### config.mk
export PLATFORM = sky130hd
export DESIGN_NAME = ptc_regs
export DESIGN_NICKNAME = d
export VERILOG_FILES = /design/src/rtl/ptc_pkg.sv /design/src/rtl/ptc_phase_delay.sv /design/src/rtl/ptc_regs.sv
export VERILOG_INCLUDE_DIRS = /design/src /design/src/rtl
export SDC_FILE = /design/constraint.sdc
export NUM_CORES = 1
export LEC_CHECK = 0
export BUFFER_PORTS_ARGS = -buffer_cell sky130_fd_sc_hd__buf_4
export CAP_MARGIN = 10
export CORE_ASPECT_RATIO = 0.5
export CORE_UTILIZATION = 55
export CTS_CLUSTER_SIZE = 30
export DETAILED_ROUTE_END_ITERATION = 16
export GPL_TIMING_DRIVEN = 0
export PLACE_DENSITY = 0.79
export SLEW_MARGIN = 5
export SYNTH_ARGS = -nofsm -noshare
export SYNTH_HDL_FRONTEND = slang
export SYNTH_HIERARCHICAL = 1
export SYNTH_SLANG_ARGS = --single-unit
### constraint.sdc
create_clock -name clk_sys -period 2.62 [get_ports clk_sys]
set_input_delay 0.393 -clock clk_sys [delete_from_list [all_inputs] [get_ports clk_sys]]
set_output_delay 0.393 -clock clk_sys [all_outputs]
set_load 0.03 [all_outputs]
### src/rtl/ptc_cfg.svh
`ifndef PTC_CFG_SVH
`define PTC_CFG_SVH

// register indices on the serial interface word select
`define PTC_IDX_REG_CTRL     4'h5
`define PTC_IDX_OSC_CTRL     4'h6

// data word carries bits 23..8 of each register
`define PTC_BASE             8
`define PTC_POS_CORE_TSD     (20 - `PTC_BASE)
`define PTC_POS_SECOND_TSD   (18 - `PTC_BASE)
`define PTC_POS_LINEAR_TSD   (17 - `PTC_BASE)
`define PTC_POS_LS_DRIVE     (11 - `PTC_BASE)
`define PTC_POS_HS_DRIVE     (8 - `PTC_BASE)
`define PTC_POS_RATE_SEL     (23 - `PTC_BASE)
`define PTC_POS_OUT_SRC      (19 - `PTC_BASE)
`define PTC_POS_OUT_PHASE    (16 - `PTC_BASE)
`define PTC_POS_OUT_FREQ     (15 - `PTC_BASE)
`define PTC_POS_EXT_SEL      (14 - `PTC_BASE)
`define PTC_POS_IN_DIV       (13 - `PTC_BASE)
`define PTC_POS_MOD_ON       (12 - `PTC_BASE)
`define PTC_POS_TUNE         (8 - `PTC_BASE)

// writable masks and reset values of each word
`define PTC_MASK_REG_CTRL    16'h161b
`define PTC_MASK_OSC_CTRL    16'hffbf
`define PTC_RST_REG_CTRL     16'h0000
`define PTC_RST_OSC_CTRL     16'h0000

// spread modulation and sync input divider
`define PTC_CLK_HZ           125000000
`define PTC_RATE_SLOW_HZ     23000
`define PTC_RATE_FAST_HZ     94000
`define PTC_SPREAD_PCT       5
`define PTC_MOD_STEPS        8
`define PTC_IN_DIV_RATIO     6

`endif

### src/rtl/ptc_pkg.sv
package ptc_pkg;
  typedef enum logic [1:0] {
    PTC_DRV_SLOW  = 2'h0,
    PTC_DRV_MED   = 2'h1,
    PTC_DRV_FAST  = 2'h2,
    PTC_DRV_ULTRA = 2'h3
  } ptc_drive_t;

  typedef enum logic [2:0] {
    PTC_MOD_OFF  = 3'h1,
    PTC_MOD_UP   = 3'h2,
    PTC_MOD_DOWN = 3'h4
  } ptc_mod_state_t;
endpackage

### src/rtl/ptc_phase_delay.sv
`timescale 1ns/1ps
module ptc_phase_delay #(
  parameter int DEPTH = 8
) (
  // clock and reset
  input  wire logic       clk_sys,
  input  wire logic       rst,
  input  wire logic       ce,
  // delay control
  input  wire logic       tick_20m,
  input  wire logic [2:0] phase,
  // signal
  input  wire logic       sig_in,
  output logic            sig_out
);
  logic [DEPTH-1:0] tap_ff;

  always_ff @(posedge clk_sys or posedge rst) begin
    if (rst) begin
      tap_ff <= '0;
    end else if (ce && tick_20m) begin
      tap_ff <= {tap_ff[DEPTH-2:0], sig_in};
    end
  end

  // tap chosen by the phase code, zero bypasses the line
  always_ff @(posedge clk_sys or posedge rst) begin
    if (rst) begin
      sig_out <= 1'b0;
    end else if (ce) begin
      sig_out <= (phase == 3'h0) ? sig_in : tap_ff[phase - 3'h1];
    end
  end
endmodule

### src/rtl/ptc_regs.sv
`timescale 1ns/1ps
`include "ptc_cfg.svh"
module ptc_regs
  import ptc_pkg::*;
#(
  parameter logic [15:0] REG_CTRL_RESET = `PTC_RST_REG_CTRL
) (
  // clock, reset, enable
  input  wire logic        clk_sys,
  input  wire logic        rst,
  input  wire logic        ce,
  // register access from the serial interface
  input  wire logic        wr_en,
  input  wire logic        rd_en,
  input  wire logic [3:0]  reg_idx,
  input  wire logic [15:0] wr_data,
  output logic [15:0]      rd_data,
  output logic             rd_valid,
  // thermal shutdown events
  input  wire logic        core_buck_thermal_shutdown,
  input  wire logic        second_buck_thermal_shutdown,
  input  wire logic        linear_reg_thermal_shutdown,
  // regulator actions
  output logic             core_buck_regulator_off,
  output logic             second_buck_regulator_off,
  output logic             linear_regulator_off,
  output logic             deep_fail_safe_state_req,
  // pre-regulator gate drive
  output ptc_drive_t       pre_reg_low_side_drive,
  output ptc_drive_t       pre_reg_high_side_drive,
  // oscillator and sync
  input  wire logic        tick_20m,
  input  wire logic        sync_input,
  input  wire logic        sync_out_source,
  output logic             sync_input_to_pll,
  output logic             sync_output,
  output logic             external_sync_select_request,
  output logic [3:0]       sync_out_source_select,
  output logic             sync_out_freq_select,
  output logic [3:0]       osc_tune,
  output logic             spread_modulation_on,
  output logic             spread_rate_select,
  output logic signed [4:0] spread_offset
);
  localparam int STEP_SLOW = `PTC_CLK_HZ / (`PTC_RATE_SLOW_HZ * 4 * `PTC_MOD_STEPS);
  localparam int STEP_FAST = `PTC_CLK_HZ / (`PTC_RATE_FAST_HZ * 4 * `PTC_MOD_STEPS);
  localparam logic signed [4:0] MOD_PEAK = 5'(`PTC_MOD_STEPS);
  localparam logic [1:0] DIV_LAST = 2'((`PTC_IN_DIV_RATIO / 2) - 1);

  logic [15:0]    reg_ctrl_ff;
  logic [15:0]    osc_ctrl_ff;
  logic [2:0]     tsd_prev_ff;
  logic [2:0]     tsd_now;
  logic [2:0]     tsd_fs_cfg;
  ptc_mod_state_t mod_state_ff;
  ptc_mod_state_t nxt_mod_state;
  logic [7:0]     step_cnt_ff;
  logic [7:0]     step_len;
  logic           step_tick;
  logic           sync_prev_ff;
  logic [1:0]     div_cnt_ff;
  logic           div_out_ff;
  logic           phase_out;

  function automatic logic hit(input logic en, input logic [3:0] idx, input logic [3:0] want);
    hit = en && (idx == want);
  endfunction

  // writes land only on writable bits, request bit never stored
  always_ff @(posedge clk_sys or posedge rst) begin
    if (rst) begin
      reg_ctrl_ff <= REG_CTRL_RESET & `PTC_MASK_REG_CTRL;
      osc_ctrl_ff <= `PTC_RST_OSC_CTRL;
    end else if (ce) begin
      if (hit(wr_en, reg_idx, `PTC_IDX_REG_CTRL)) begin
        reg_ctrl_ff <= wr_data & `PTC_MASK_REG_CTRL;
      end
      if (hit(wr_en, reg_idx, `PTC_IDX_OSC_CTRL)) begin
        osc_ctrl_ff <= wr_data & `PTC_MASK_OSC_CTRL;
      end
    end
  end

  always_ff @(posedge clk_sys or posedge rst) begin
    if (rst) begin
      rd_data  <= 16'h0000;
      rd_valid <= 1'b0;
    end else if (ce) begin
      rd_valid <= rd_en;
      if (hit(rd_en, reg_idx, `PTC_IDX_REG_CTRL)) begin
        rd_data <= reg_ctrl_ff;
      end else if (hit(rd_en, reg_idx, `PTC_IDX_OSC_CTRL)) begin
        rd_data <= osc_ctrl_ff;
      end else begin
        rd_data <= 16'h0000;
      end
    end
  end

  // one-cycle request per write of 1, writing 0 does nothing
  always_ff @(posedge clk_sys or posedge rst) begin
    if (rst) begin
      external_sync_select_request <= 1'b0;
    end else if (ce) begin
      external_sync_select_request <= hit(wr_en, reg_idx, `PTC_IDX_OSC_CTRL)
                                      && wr_data[`PTC_POS_EXT_SEL];
    end
  end

  // thermal reactions
  assign tsd_now    = {core_buck_thermal_shutdown, second_buck_thermal_shutdown,
                       linear_reg_thermal_shutdown};
  assign tsd_fs_cfg = {reg_ctrl_ff[`PTC_POS_CORE_TSD], reg_ctrl_ff[`PTC_POS_SECOND_TSD],
                       reg_ctrl_ff[`PTC_POS_LINEAR_TSD]};

  always_ff @(posedge clk_sys or posedge rst) begin
    if (rst) begin
      tsd_prev_ff               <= 3'h0;
      core_buck_regulator_off   <= 1'b0;
      second_buck_regulator_off <= 1'b0;
      linear_regulator_off      <= 1'b0;
      deep_fail_safe_state_req  <= 1'b0;
    end else if (ce) begin
      tsd_prev_ff               <= tsd_now;
      core_buck_regulator_off   <= tsd_now[2];
      second_buck_regulator_off <= tsd_now[1];
      linear_regulator_off      <= tsd_now[0];
      // pulse on the onset only, so a held fault asks once
      deep_fail_safe_state_req  <= |(tsd_now & ~tsd_prev_ff & tsd_fs_cfg);
    end
  end

  // gate drive and static oscillator fields
  always_ff @(posedge clk_sys or posedge rst) begin
    if (rst) begin
      pre_reg_low_side_drive  <= PTC_DRV_SLOW;
      pre_reg_high_side_drive <= PTC_DRV_SLOW;
      sync_out_source_select  <= 4'h0;
      sync_out_freq_select    <= 1'b0;
      osc_tune                <= 4'h0;
      spread_modulation_on    <= 1'b0;
      spread_rate_select      <= 1'b0;
    end else if (ce) begin
      pre_reg_low_side_drive  <= ptc_drive_t'(reg_ctrl_ff[`PTC_POS_LS_DRIVE +: 2]);
      pre_reg_high_side_drive <= ptc_drive_t'(reg_ctrl_ff[`PTC_POS_HS_DRIVE +: 2]);
      sync_out_source_select  <= osc_ctrl_ff[`PTC_POS_OUT_SRC +: 4];
      sync_out_freq_select    <= osc_ctrl_ff[`PTC_POS_OUT_FREQ];
      osc_tune                <= osc_ctrl_ff[`PTC_POS_TUNE +: 4];
      spread_modulation_on    <= osc_ctrl_ff[`PTC_POS_MOD_ON];
      spread_rate_select      <= osc_ctrl_ff[`PTC_POS_RATE_SEL];
    end
  end

  // triangle sweep, full code MOD_PEAK stands for the spread percentage
  assign step_len  = osc_ctrl_ff[`PTC_POS_RATE_SEL] ? 8'(STEP_FAST - 1) : 8'(STEP_SLOW - 1);
  // compare with >= so a rate change mid-step cannot stall the sweep
  assign step_tick = (step_cnt_ff >= step_len);

  always_ff @(posedge clk_sys or posedge rst) begin
    if (rst) begin
      step_cnt_ff <= 8'h00;
    end else if (ce) begin
      step_cnt_ff <= (step_tick || mod_state_ff == PTC_MOD_OFF) ? 8'h00 : step_cnt_ff + 8'h01;
    end
  end

  always_comb begin
    nxt_mod_state = mod_state_ff;
    case (mod_state_ff)
      PTC_MOD_OFF: begin
        if (osc_ctrl_ff[`PTC_POS_MOD_ON]) nxt_mod_state = PTC_MOD_UP;
      end
      PTC_MOD_UP: begin
        if (!osc_ctrl_ff[`PTC_POS_MOD_ON]) nxt_mod_state = PTC_MOD_OFF;
        else if (step_tick && spread_offset == MOD_PEAK - 5'sd1) nxt_mod_state = PTC_MOD_DOWN;
      end
      PTC_MOD_DOWN: begin
        if (!osc_ctrl_ff[`PTC_POS_MOD_ON]) nxt_mod_state = PTC_MOD_OFF;
        else if (step_tick && spread_offset == -MOD_PEAK + 5'sd1) nxt_mod_state = PTC_MOD_UP;
      end
      default: nxt_mod_state = PTC_MOD_OFF;
    endcase
  end

  always_ff @(posedge clk_sys or posedge rst) begin
    if (rst) begin
      mod_state_ff  <= PTC_MOD_OFF;
      spread_offset <= 5'sd0;
    end else if (ce) begin
      mod_state_ff <= nxt_mod_state;
      case (mod_state_ff)
        PTC_MOD_UP:   if (step_tick) spread_offset <= spread_offset + 5'sd1;
        PTC_MOD_DOWN: if (step_tick) spread_offset <= spread_offset - 5'sd1;
        default:      spread_offset <= 5'sd0;
      endcase
    end
  end

  // sync input divider: toggle every third rising edge gives divide by six
  always_ff @(posedge clk_sys or posedge rst) begin
    if (rst) begin
      sync_prev_ff      <= 1'b0;
      div_cnt_ff        <= 2'h0;
      div_out_ff        <= 1'b0;
      sync_input_to_pll <= 1'b0;
    end else if (ce) begin
      sync_prev_ff <= sync_input;
      if (sync_input && !sync_prev_ff) begin
        div_cnt_ff <= (div_cnt_ff == DIV_LAST) ? 2'h0 : div_cnt_ff + 2'h1;
        if (div_cnt_ff == DIV_LAST) div_out_ff <= ~div_out_ff;
      end
      sync_input_to_pll <= osc_ctrl_ff[`PTC_POS_IN_DIV] ? div_out_ff : sync_input;
    end
  end

  ptc_phase_delay #(
    .DEPTH (8)
  ) u_phase (
    .clk_sys  (clk_sys),
    .rst      (rst),
    .ce       (ce),
    .tick_20m (tick_20m),
    .phase    (osc_ctrl_ff[`PTC_POS_OUT_PHASE +: 3]),
    .sig_in   (sync_out_source),
    .sig_out  (phase_out)
  );

  always_ff @(posedge clk_sys or posedge rst) begin
    if (rst) begin
      sync_output <= 1'b0;
    end else if (ce) begin
      sync_output <= phase_out;
    end
  end
endmodule

==> metrics.md, run 1 <==
| Metric | Value |
|---|---|
| Leakage | `2.378 nW` |
| Placer Congestion | `0.8077` |
| Synthesized area per cell | `11.83 sq um` |
| Slew @ Worst Pin | `0.6261 ns` |
| Layout Skew | `0.004966 ns` |
| Final period util | `87.77%` |
| Initial core utilization | `58.35%` |
| Rel. slew slack | `58.26%` |
| Crit Path Category | `reg -> reg` |
| Dominant synthesized flop cell | `dfrtp_1` |
| Die Wd | `122.4 um` |
| Library cells used by synthesis | `47` |
| Io pins | `75` |
| Max cap viols | `0` |
| Worst Setup End Kind | `flip-flop` |
| Vias | `2818` |
| Initial antenna violation count | `0` |
| Number of flops mapped to enable cells by yosys | `0` |
| Final setup viols | `0` |
| I/O Buffers | `73` |
| CTS max path bufs | `2` |
| Area growth syn-to-layout | `26.30%` |
| Die area | `0.007613 sq mm` |
| Vias/cell | `5.419` |
| GR Util All Layers | `25.18%` |
| Top post-synthesis cells by count | `88 x dfrtp_1, 49 x mux2_2, 27 x inv_1` |
| Antenna Nets Post-Route | `0` |
| # diodes | `0` |
| Share of cells above drive strength 1 | `36.92%` |
| CTS buffer count | `9` |
| Hold buffers post-CTS | `1` |
| Hold Path Class | `in -> reg` |
| Cell with the most instances after synthesis | `dfrtp_1` |
| Largest net degree at the start of global routing | `72` |
| Area of the core | `0.006832 sq mm` |
| Number of synthesized register bits | `89` |
| Overflow after GRT | `0` |
| Worst Path Arrival | `2.58 ns` |
| CP startpoint kind | `flip-flop` |
| Peak supply drop | `530.2 uV` |
| RSZ-0062 raised after global routing | `no` |
| Sink Count | `89` |
| Post-layout min period | `2.300 ns` |
| Residual DRC count | `0` |
| Total power | `0.004110 W` |
| Top cell type's share of synthesized area | `55.24%` |
| Initial drt markers | `119` |
| First-pass GRT wire length | `14.30 mm` |
| Pwr Density | `816.4 mW/mm^2` |
| Setup Fix Bufs, Post-CTS | `0` |
| Ys async rst share | `100.0%` |
| Sequential fraction of the synthesis area | `55.90%` |
| Status | `finished, final reports clean` |
| Syn_nets | `377` |
| Vias in the first global route | `2954` |
| Top cell type by total area after synthesis | `dfrtp_1` |
| Setup WS post-layout | `0.3205 ns` |
| Drt total wl | `8.637 mm` |
| Root buffer cell | `clkbuf_16` |
| Final hold violations | `0` |
| Pre-antenna DRT Iters | `4` |
| Worst-path clk slew | `0.06 ns` |
| Fmax | `0.4349 GHz` |
| PostCTS Resize Cnt | `0` |
| Peak fanout along the critical path | `6` |
| Htree depth | `3` |
| Final Max Tran Viols | `0` |
| Req. time, crit path | `2.90 ns` |
| Synth top area cells | `dfrtp_1 55%, mux2_2 14%, o21ai_0 2.6%` |
| Hpwl dp | `5.973 mm` |
| Final #Nets | `463` |
| Worst slack, placed | `0.3154 ns` |
| Cell Area, Synth | `0.003986 sq mm` |
| Synth Instances | `337` |
| Clock Latency Late Sink | `0.34 ns` |
| Die Y | `62.20 um` |
| Avg WL per Cell | `16.61 um` |
| Row cnt | `21` |
| CTS tree | `done` |
| Synth warn | `6` |
## layout make-up
type	count	area, sq um
flip-flops and latches	89	2228
fillers	469	1797
multi-input cells	209	1589
repair buffers	75	585.6
clock buffers	11	242.7
well taps	92	115.1
inverters	27	103.9
clock inverters	5	102.6
plain buffers	12	67.56
## per-layer routing
metal  wire [um]  GRT usage, %
met4         126         8.232
met3         313         6.985
met5           0             0
met2        4464         42.70
met1        3732         31.14
## stage by stage
stage,hold WS (ns),setup TNS [ns],cell area (sq um),std cells,utilization (%)
floorplan,0.2209,0,3986,337,-
global placement,0.3773,-48.43,4649,502,68.06
detailed placement,0.3231,0,4679,503,68.50
CTS,0.2605,0,5035,520,73.70
global route,0.2778,0,5035,520,73.70
finish,0.2706,0,5035,520,73.70
## registers in the layout (all words and copies together) (netlist names), 3 cells and up
name                    count
osc_ctrl_ff                15
rd_data                    15
step_cnt_ff                 8
u_phase/tap_ff              8
reg_ctrl_ff                 7
spread_offset               5
osc_tune                    4
sync_out_source_select      4
mod_state_ff                3
## power by group
part / total, W / leakage [nW] / internal [W] / switching, W
clock network: 0.00146 / 0.166 / 0.000956 / 0.000507
logic: 0.000834 / 1.06 / 0.000403 / 0.000431
registers: 0.00181 / 1.15 / 0.00162 / 0.000194
## path summary, 6_finish.rpt
| check | startpoint | endpoint | slack [ns] | cells past startpoint |
|---|---|---|---|---|
| max | mod_state_ff[1]$_DFFE_PP0P_ | spread_offset[4]$_DFFE_PP0P_ | 0.32 | 9 |
| min | wr_data[2] | osc_ctrl_ff[2]$_DFFE_PP0P_ | 0.27 | 2 |
| max reg2reg | mod_state_ff[1]$_DFFE_PP0P_ | spread_offset[4]$_DFFE_PP0P_ | 0.32 | 9 |
| min in group asynchronous | rst | sync_output$_DFFE_PP0P_ | 0.52 | 3 |
| min reg2reg | div_out_ff$_DFFE_PP0P_ | div_out_ff$_DFFE_PP0P_ | 0.49 | 1 |
| max in group asynchronous | rst | mod_state_ff[0]$_DFFE_PP1P_ | 1.50 | 4 |
## cell families after synthesis
family | count (synthesis) | share of synthesized area, %
other | 1 | 0.09407
adders and majority gates | 9 | 3.013
buffers and inverters | 39 | 4.237
xor gates and xnor gates | 10 | 2.197
muxes | 54 | 15.79
AOI/OAI and AO/OA | 54 | 8.851
and+or+nand+nor | 81 | 9.918
DFF | 89 | 55.90
## critical path: stages (launching register included)
cell and delay, ns:
dfrtp_1 0.40, nand2b_1 0.17, nor2_2 0.25, inv_1 0.10, fa_1 0.41, nand2b_1 0.16
a21oi_1 0.17, xor2_1 0.20, nor4b_1 0.26, a21o_1 0.12
## placed cells by master, fill, tap and decap left out, types with 2 or more instances in the layout
master	count
nand3b_1	2
mux2_2	49
nand2b_1	7
buf_4	75
o31ai_1	3
clkbuf_1	4
nor3b_1	2
ha_1	8
bufinv_16	3
nor2_1	17
nor3_1	6
xor2_1	8
a21oi_1	6
a41oi_1	2
dfrtp_1	88
mux2_1	2
inv_1	26
a21o_1	5
a31oi_1	2
nor2_2	2
o21bai_1	2
nand2_1	26
xnor2_1	2
o21ai_0	21
clkbuf_16	9
a22oi_1	7
nand3_1	9
buf_2	6
mux4_2	2
nand4_1	2
(Power assumes the default switching activity.)
==> run 2: changes to the inputs <==
- ABC_AREA: unset -> 1
==> run 2 against run 1 <==
  * The flow now finishes with violations (DRC)
  * Non-clock buffer count did not move
  * Wire length rose by 7.5%
  * Critical path type unchanged
  * Clock power fell by 14%
==> metrics.md, run 2 <==
| Metric | Value |
|---|---|
| Status | `complete, but fails checks` |
| Violated checks | `DRC` |
| CTS max path bufs | `2` |
| Syn_nets | `502` |
| Final #Nets | `587` |
| Hpwl dp | `6.690 mm` |
| Overflow after GRT | `0` |
| CP startpoint kind | `flip-flop` |
| Dominant synthesized flop cell | `dfrtp_1` |
| Area of the core | `0.006989 sq mm` |
| Synth top area cells | `dfrtp_1 53%, nand2_1 12%, inv_1 5.1%` |
| Req. time, crit path | `2.85 ns` |
| Row cnt | `21` |
| Top cell type by total area after synthesis | `dfrtp_1` |
| Hold Path Class | `in -> async` |
| Largest net degree at the start of global routing | `52` |
| Crit Path Category | `reg -> reg` |
| Fin util | `73.43%` |
| Layout Skew | `0.004627 ns` |
| Residual DRC count | `4` |
| Number of synthesized register bits | `89` |
| Most common cell after layout, fill and taps aside | `nand2_1` |
| Logic pwr share | `23.1%` |
| Die Y | `63.39 um` |
| GR Util All Layers | `26.18%` |
| Die area | `0.007909 sq mm` |
| Library cells used by synthesis | `39` |
| Net Switching | `0.001219 W` |
| RSZ-0062 raised after global routing | `no` |
| Htree depth | `3` |
| Pwr Density | `763.4 mW/mm^2` |
| Sequential fraction of the synthesis area | `53.76%` |
| I/O Buffers | `73` |
| Cell Area, Synth | `0.004145 sq mm` |
| Avg WL per Cell | `14.42 um` |
| Top post-synthesis cells by count | `138 x nand2_1, 88 x dfrtp_1, 56 x inv_1` |
| # diodes | `0` |
| Initial drt markers | `175` |
| Synthesized area per cell | `8.972 sq um` |
| Hold WS | `0.03749 ns` |
| Final setup viols | `0` |
| Int Pwr | `0.002699 W` |
| Share of cells above drive strength 1 | `26.09%` |
| Peak fanout along the critical path | `6` |
| Io pins | `75` |
| Vias | `3357` |
| Top cell type's share of synthesized area | `53.12%` |
| Worst Path Arrival | `2.12 ns` |
| First-pass GRT wire length | `15.74 mm` |
| Post-layout min period | `1.889 ns` |
| Antenna Nets Post-Route | `0` |
| Initial antenna violation count | `0` |
| Number of flops mapped to enable cells by yosys | `0` |
| Ys async rst share | `100.0%` |
| Final hold violations | `0` |
| Root buffer cell | `clkbuf_16` |
| Clock Power Share | `31.8%` |
| Vias in the first global route | `3354` |
| Final period util | `72.11%` |
| Rel. slew slack | `63.95%` |
| Hold buffers post-CTS | `0` |
| Fmax | `0.5293 GHz` |
| Max cap viols | `0` |
| Layout fillers | `529` |
| Setup Fix Bufs, Post-CTS | `0` |
| Power share of the sequential group | `45.1%` |
| Final Max Tran Viols | `0` |
| Cell with the most instances after synthesis | `nand2_1` |
| PostCTS Resize Cnt | `0` |
| Vias/cell | `5.213` |
| Worst-path clk slew | `0.06 ns` |
| CTS tree | `done` |
| Die Wd | `124.8 um` |
| Commonest cells after routing, fill and taps aside | `138 x nand2_1, 88 x dfrtp_1, 76 x buf_4, 55 x inv_1` |
| Leakage | `2.720 nW` |
| Clock Latency Late Sink | `0.34 ns` |
| Sink Count | `89` |
| Placer Congestion | `0.7920` |
| Synth Instances | `462` |
| Drt total wl | `9.287 mm` |
| Pre-antenna DRT Iters | `10` |
| Worst Setup End Kind | `flip-flop` |
| Switching Share | `31.10%` |
| Synth warn | `6` |
| CTS buffer count | `9` |
| Slew @ Worst Pin | `0.5408 ns` |
| Peak supply drop | `543.3 uV` |
| Top Registers | `osc_ctrl_ff (15), rd_data (15)` |
| Area growth syn-to-layout | `23.82%` |
| Initial core utilization | `59.31%` |
-- run 2: stage by stage --
stage | cell area (sq um) | std cells | setup WS [ns] | power (W) | TNS (ns)
6_report | 5132 | 644 | 0.7307 | 0.003918 | 0
4_1_cts | 5132 | 644 | 0.7141 | 0.003933 | 0
3_3_place_gp | 4808 | 627 | -0.7816 | 0.002647 | -61.56
2_1_floorplan | 4145 | 462 | 0.1769 | 0.002393 | 0
3_5_place_dp | 4838 | 628 | 0.7280 | 0.002688 | 0
5_1_grt | 5132 | 644 | 0.5989 | 0.004138 | 0
-- run 2: final cells by class --
cell class | instances | area (sq um) | area share, %
clock inverters | 2 | 10.01 | 0.1950
well taps | 92 | 115.1 | 2.243
repair buffers | 74 | 575.6 | 11.21
plain buffers | 13 | 82.58 | 1.609
inverters | 61 | 231.5 | 4.510
flip-flops and latches | 89 | 2228 | 43.42
multi-input cells | 299 | 1605 | 31.28
clock buffers | 14 | 284.0 | 5.534
-- run 2: logic make-up (layout without fill, tap and decap cells) --
group	after synthesis	count (layout)	share of synthesized area, %
buffers and inverters	74	164	7.516
DFF	89	89	53.76
muxes	3	3	0.9961
adders and majority gates	9	9	2.898
xor gates and xnor gates	7	7	1.660
other	1	1	0.09047
and+or+nand+nor	209	209	21.79
AOI/OAI and AO/OA	70	70	11.29
-- run 2: path summary, 6_finish.rpt --
check | from | end | slack [ns] | cells past startpoint
setup / recovery | mod_state_ff[0]$_DFFE_PP1P_ | spread_offset[4]$_DFFE_PP0P_ | 0.73 | 11
hold / removal | rst | u_phase/tap_ff[5]$_DFFE_PP0P_ | 0.04 | 2
setup reg to reg | mod_state_ff[0]$_DFFE_PP1P_ | spread_offset[4]$_DFFE_PP0P_ | 0.73 | 11
hold reg to reg | div_out_ff$_DFFE_PP0P_ | div_out_ff$_DFFE_PP0P_ | 0.47 | 1
max in group asynchronous | rst | step_cnt_ff[0]$_DFFE_PP0P_ | 2.00 | 3
min in group clk_sys | linear_reg_thermal_shutdown | tsd_prev_ff[0]$_DFFE_PP0P_ | 0.27 | 3
-- run 2: power groups by stage --
| stage | sequential [W] | clock (W) | combinational, W |
|---|---|---|---|
| floorplan | 0.00187 | 0 | 0.000519 |
| global placement | 0.00178 | 0 | 0.000868 |
| detailed placement | 0.00178 | 0 | 0.000903 |
| CTS | 0.00176 | 0.00126 | 0.000912 |
| global route | 0.00180 | 0.00132 | 0.00102 |
| finish | 0.00177 | 0.00125 | 0.000906 |
-- run 2: routing by layer --
metal | vias up | track usage (%) | wire length, um
met4 | 0 | 8.951 | 125
met5 | - | 0 | 0
met2 | 74 | 45.37 | 4636
met1 | 1628 | 32.33 | 4084
li1 | 1642 | - | -
met3 | 13 | 6.627 | 440
-- run 2: worst max-delay path, cell delays in order, from the launching register on --
cell and delay [ns]:
dfstp_2 0.54, inv_1 0.06, nand3_2 0.13, inv_1 0.10, ha_1 0.32, nand2_1 0.10
nand2_1 0.05, a21oi_1 0.12, inv_1 0.06, or2_0 0.19, nand3_1 0.07, nand2_1 0.05
==> run 3: changes to the inputs <==
- CORE_UTILIZATION: 55 -> 50
- PLACE_DENSITY: 0.79 -> 0.76
- clock period: 2.62 -> 1.5 ns (I/O delays scaled with it)
==> run 3 against run 2 <==
  * The run ends with setup timing left
  * Via count rose by 2.7%
  * Utilization down 5.7 points
  * Cell count increased by 4.7%
  * Critical path depth is the same
  * Clock-buffer cell count shrank 2
  * Sequential power grew 74%
  * Clock power grew 86%
  * Total power is 83% higher
  * Clock skew increased by 0.0014 ns
  * Die area grew 9.8%
  * Register-to-register slack worse by 0.86 ns
  * Sequential share of layout area decreased by 2.4 points
  * Critical path type unchanged
  * Highest routed layer unchanged
==> metrics.md, run 3 (synthesis gave the netlist of run 2 again) <==
| Metric | Value |
|---|---|
| Status | `complete, but fails checks` |
| Violated checks | `setup timing` |
| CTS max path bufs | `2` |
| Fmax | `0.6132 GHz` |
| Clock Power Share | `32.3%` |
| Switching Share | `31.82%` |
| Antenna Nets Post-Route | `0` |
| Pre-antenna DRT Iters | `4` |
| Htree depth | `3` |
| Initial antenna violation count | `0` |
| Final Max Tran Viols | `0` |
| Worst Setup End Kind | `flip-flop` |
| Final setup viols | `13` |
| Drt total wl | `9.863 mm` |
| Die area | `0.008681 sq mm` |
| First-pass GRT wire length | `15.95 mm` |
| Met1 global-route usage | `31.36%` |
| Hold Path Class | `in -> reg` |
| I/O Buffers | `73` |
| Die Y | `66.39 um` |
| Flop2flop setup slack | `-0.13 ns` |
| Int Pwr | `0.004894 W` |
| Final #Nets | `597` |
| Top Usage Layer GRT | `met2` |
| Residual DRC count | `0` |
| Top Registers | `osc_ctrl_ff (15), rd_data (15)` |
| CTS buffer count | `9` |
| Power share of the sequential group | `43.0%` |
| Peak supply drop | `657.6 uV` |
| Root buffer cell | `clkbuf_16` |
| Net Switching | `0.002283 W` |
| Die Wd | `130.8 um` |
| # diodes | `0` |
| Final period util | `108.7%` |
| GR Util All Layers | `24.96%` |
| Pwr Density | `1319 mW/mm^2` |
| Hpwl dp | `6.722 mm` |
| Worst Path Arrival | `1.87 ns` |
| Crit Path Category | `reg -> reg` |
| Initial drt markers | `252` |
| Initial core utilization | `51.63%` |
| Setup WS post-layout | `-0.1308 ns` |
| Area growth syn-to-layout | `31.24%` |
| CTS tree | `done` |
| Vias/cell | `5.116` |
| Logic pwr share | `24.7%` |
| Row cnt | `23` |
| Req. time, crit path | `1.74 ns` |
| Vias | `3448` |
| Leakage | `2.807 nW` |
| Max cap viols | `0` |
| Clock Latency Late Sink | `0.35 ns` |
| Area of the core | `0.008029 sq mm` |
| Placer Congestion | `0.8041` |
| Layout Skew | `0.006064 ns` |
| Rel. slew slack | `59.39%` |
| Total power | `0.007177 W` |
| Met3 Use GR | `8.252%` |
| Fin util | `67.76%` |
| Commonest cells after routing, fill and taps aside | `128 x nand2_1, 85 x dfrtp_1, 84 x buf_4, 51 x inv_1, 23 x nor2_1` |
| Share of cells above drive strength 1 | `32.74%` |
| Largest net degree at the start of global routing | `35` |
| Vias in the first global route | `3364` |
| Slew @ Worst Pin | `0.6092 ns` |
| Avg WL per Cell | `14.63 um` |
| Overflow after GRT | `0` |
| Sink Count | `89` |
| Worst-path clk slew | `0.06 ns` |
| Io pins | `75` |
| RSZ-0062 raised after global routing | `yes` |
| Post-layout min period | `1.631 ns` |
| Most common cell after layout, fill and taps aside | `nand2_1` |
| GR Util met2 | `41.34%` |
| Final hold violations | `0` |
| Peak fanout along the critical path | `3` |
| CP startpoint kind | `flip-flop` |
-- run 3: timing repair --
action                                  in CTS  in global routing
endpoints found under the hold margin       33                  0
setup buffers                                7                  1
hold buffers                                 1                  0
endpoints found under the setup margin      14                 17
pin swaps                                   12                 10
resized for setup                           10                 30
-- run 3: through the flow --
stage	hold slack, ns	instances	TNS (ns)	cell area, sq um	worst slack [ns]
6_report	0.09427	674	-0.7694	5440	-0.1308
5_1_grt	0.09707	674	-1.798	5440	-0.2618
4_1_cts	0.08804	673	-0.7190	5328	-0.1426
3_5_place_dp	0.2419	649	-1.039	4923	-0.2500
3_3_place_gp	0.2289	647	-17.22	4876	-0.3291
2_1_floorplan	0.05292	462	-0.1281	4188	-0.1281
-- run 3: cell type report --
class,count,area [sq um]
Inverter,61,237.7
Clock buffer,12,256.5
Clock inverter,4,51.30
Timing Repair Buffer,84,665.6
Multi-Input combinational cell,299,1774
Fill cell,628,2589
Sequential cell,89,2232
Tap cell,112,140.1
Buffer,13,82.58
-- run 3: power groups by stage --
stage	combinational (W)	sequential, W	clock, W
finish	0.00178	0.00308	0.00232
global route	0.00196	0.00313	0.00246
CTS	0.00170	0.00307	0.00236
detailed placement	0.00162	0.00311	0
global placement	0.00154	0.00311	0
floorplan	0.000927	0.00328	0
-- run 3: final timing paths --
check	from	to	depth (start not counted)
max	mod_state_ff[0]$_DFFE_PP1P_	spread_offset[4]$_DFFE_PP0P_	11
min	linear_reg_thermal_shutdown	tsd_prev_ff[0]$_DFFE_PP0P_	3
max reg2reg	mod_state_ff[0]$_DFFE_PP1P_	spread_offset[4]$_DFFE_PP0P_	11
min reg2reg	osc_tune[0]$_DFFE_PP0P_	osc_tune[0]$_DFFE_PP0P_	2
max in group asynchronous	rst	spread_offset[0]$_DFFE_PP0P_	5
min in group asynchronous	rst	u_phase/tap_ff[7]$_DFFE_PP0P_	3
-- run 3: metal layers --
layer	wire [um]	up-vias
li1	-	1669
met1	4178	1684
met2	5149	80
met3	373	15
met4	161	0
met5	0	-
-- run 3: worst max-delay path: stages, from the launching register on --
cell and delay (ns):
dfstp_2 0.54, inv_2 0.05, nand3_4 0.08, inv_4 0.06
ha_4 0.22, nand2_4 0.06, nand2_2 0.05, a21oi_2 0.12
inv_1 0.05, or2_0 0.19, nand3_1 0.07, nand2_1 0.05
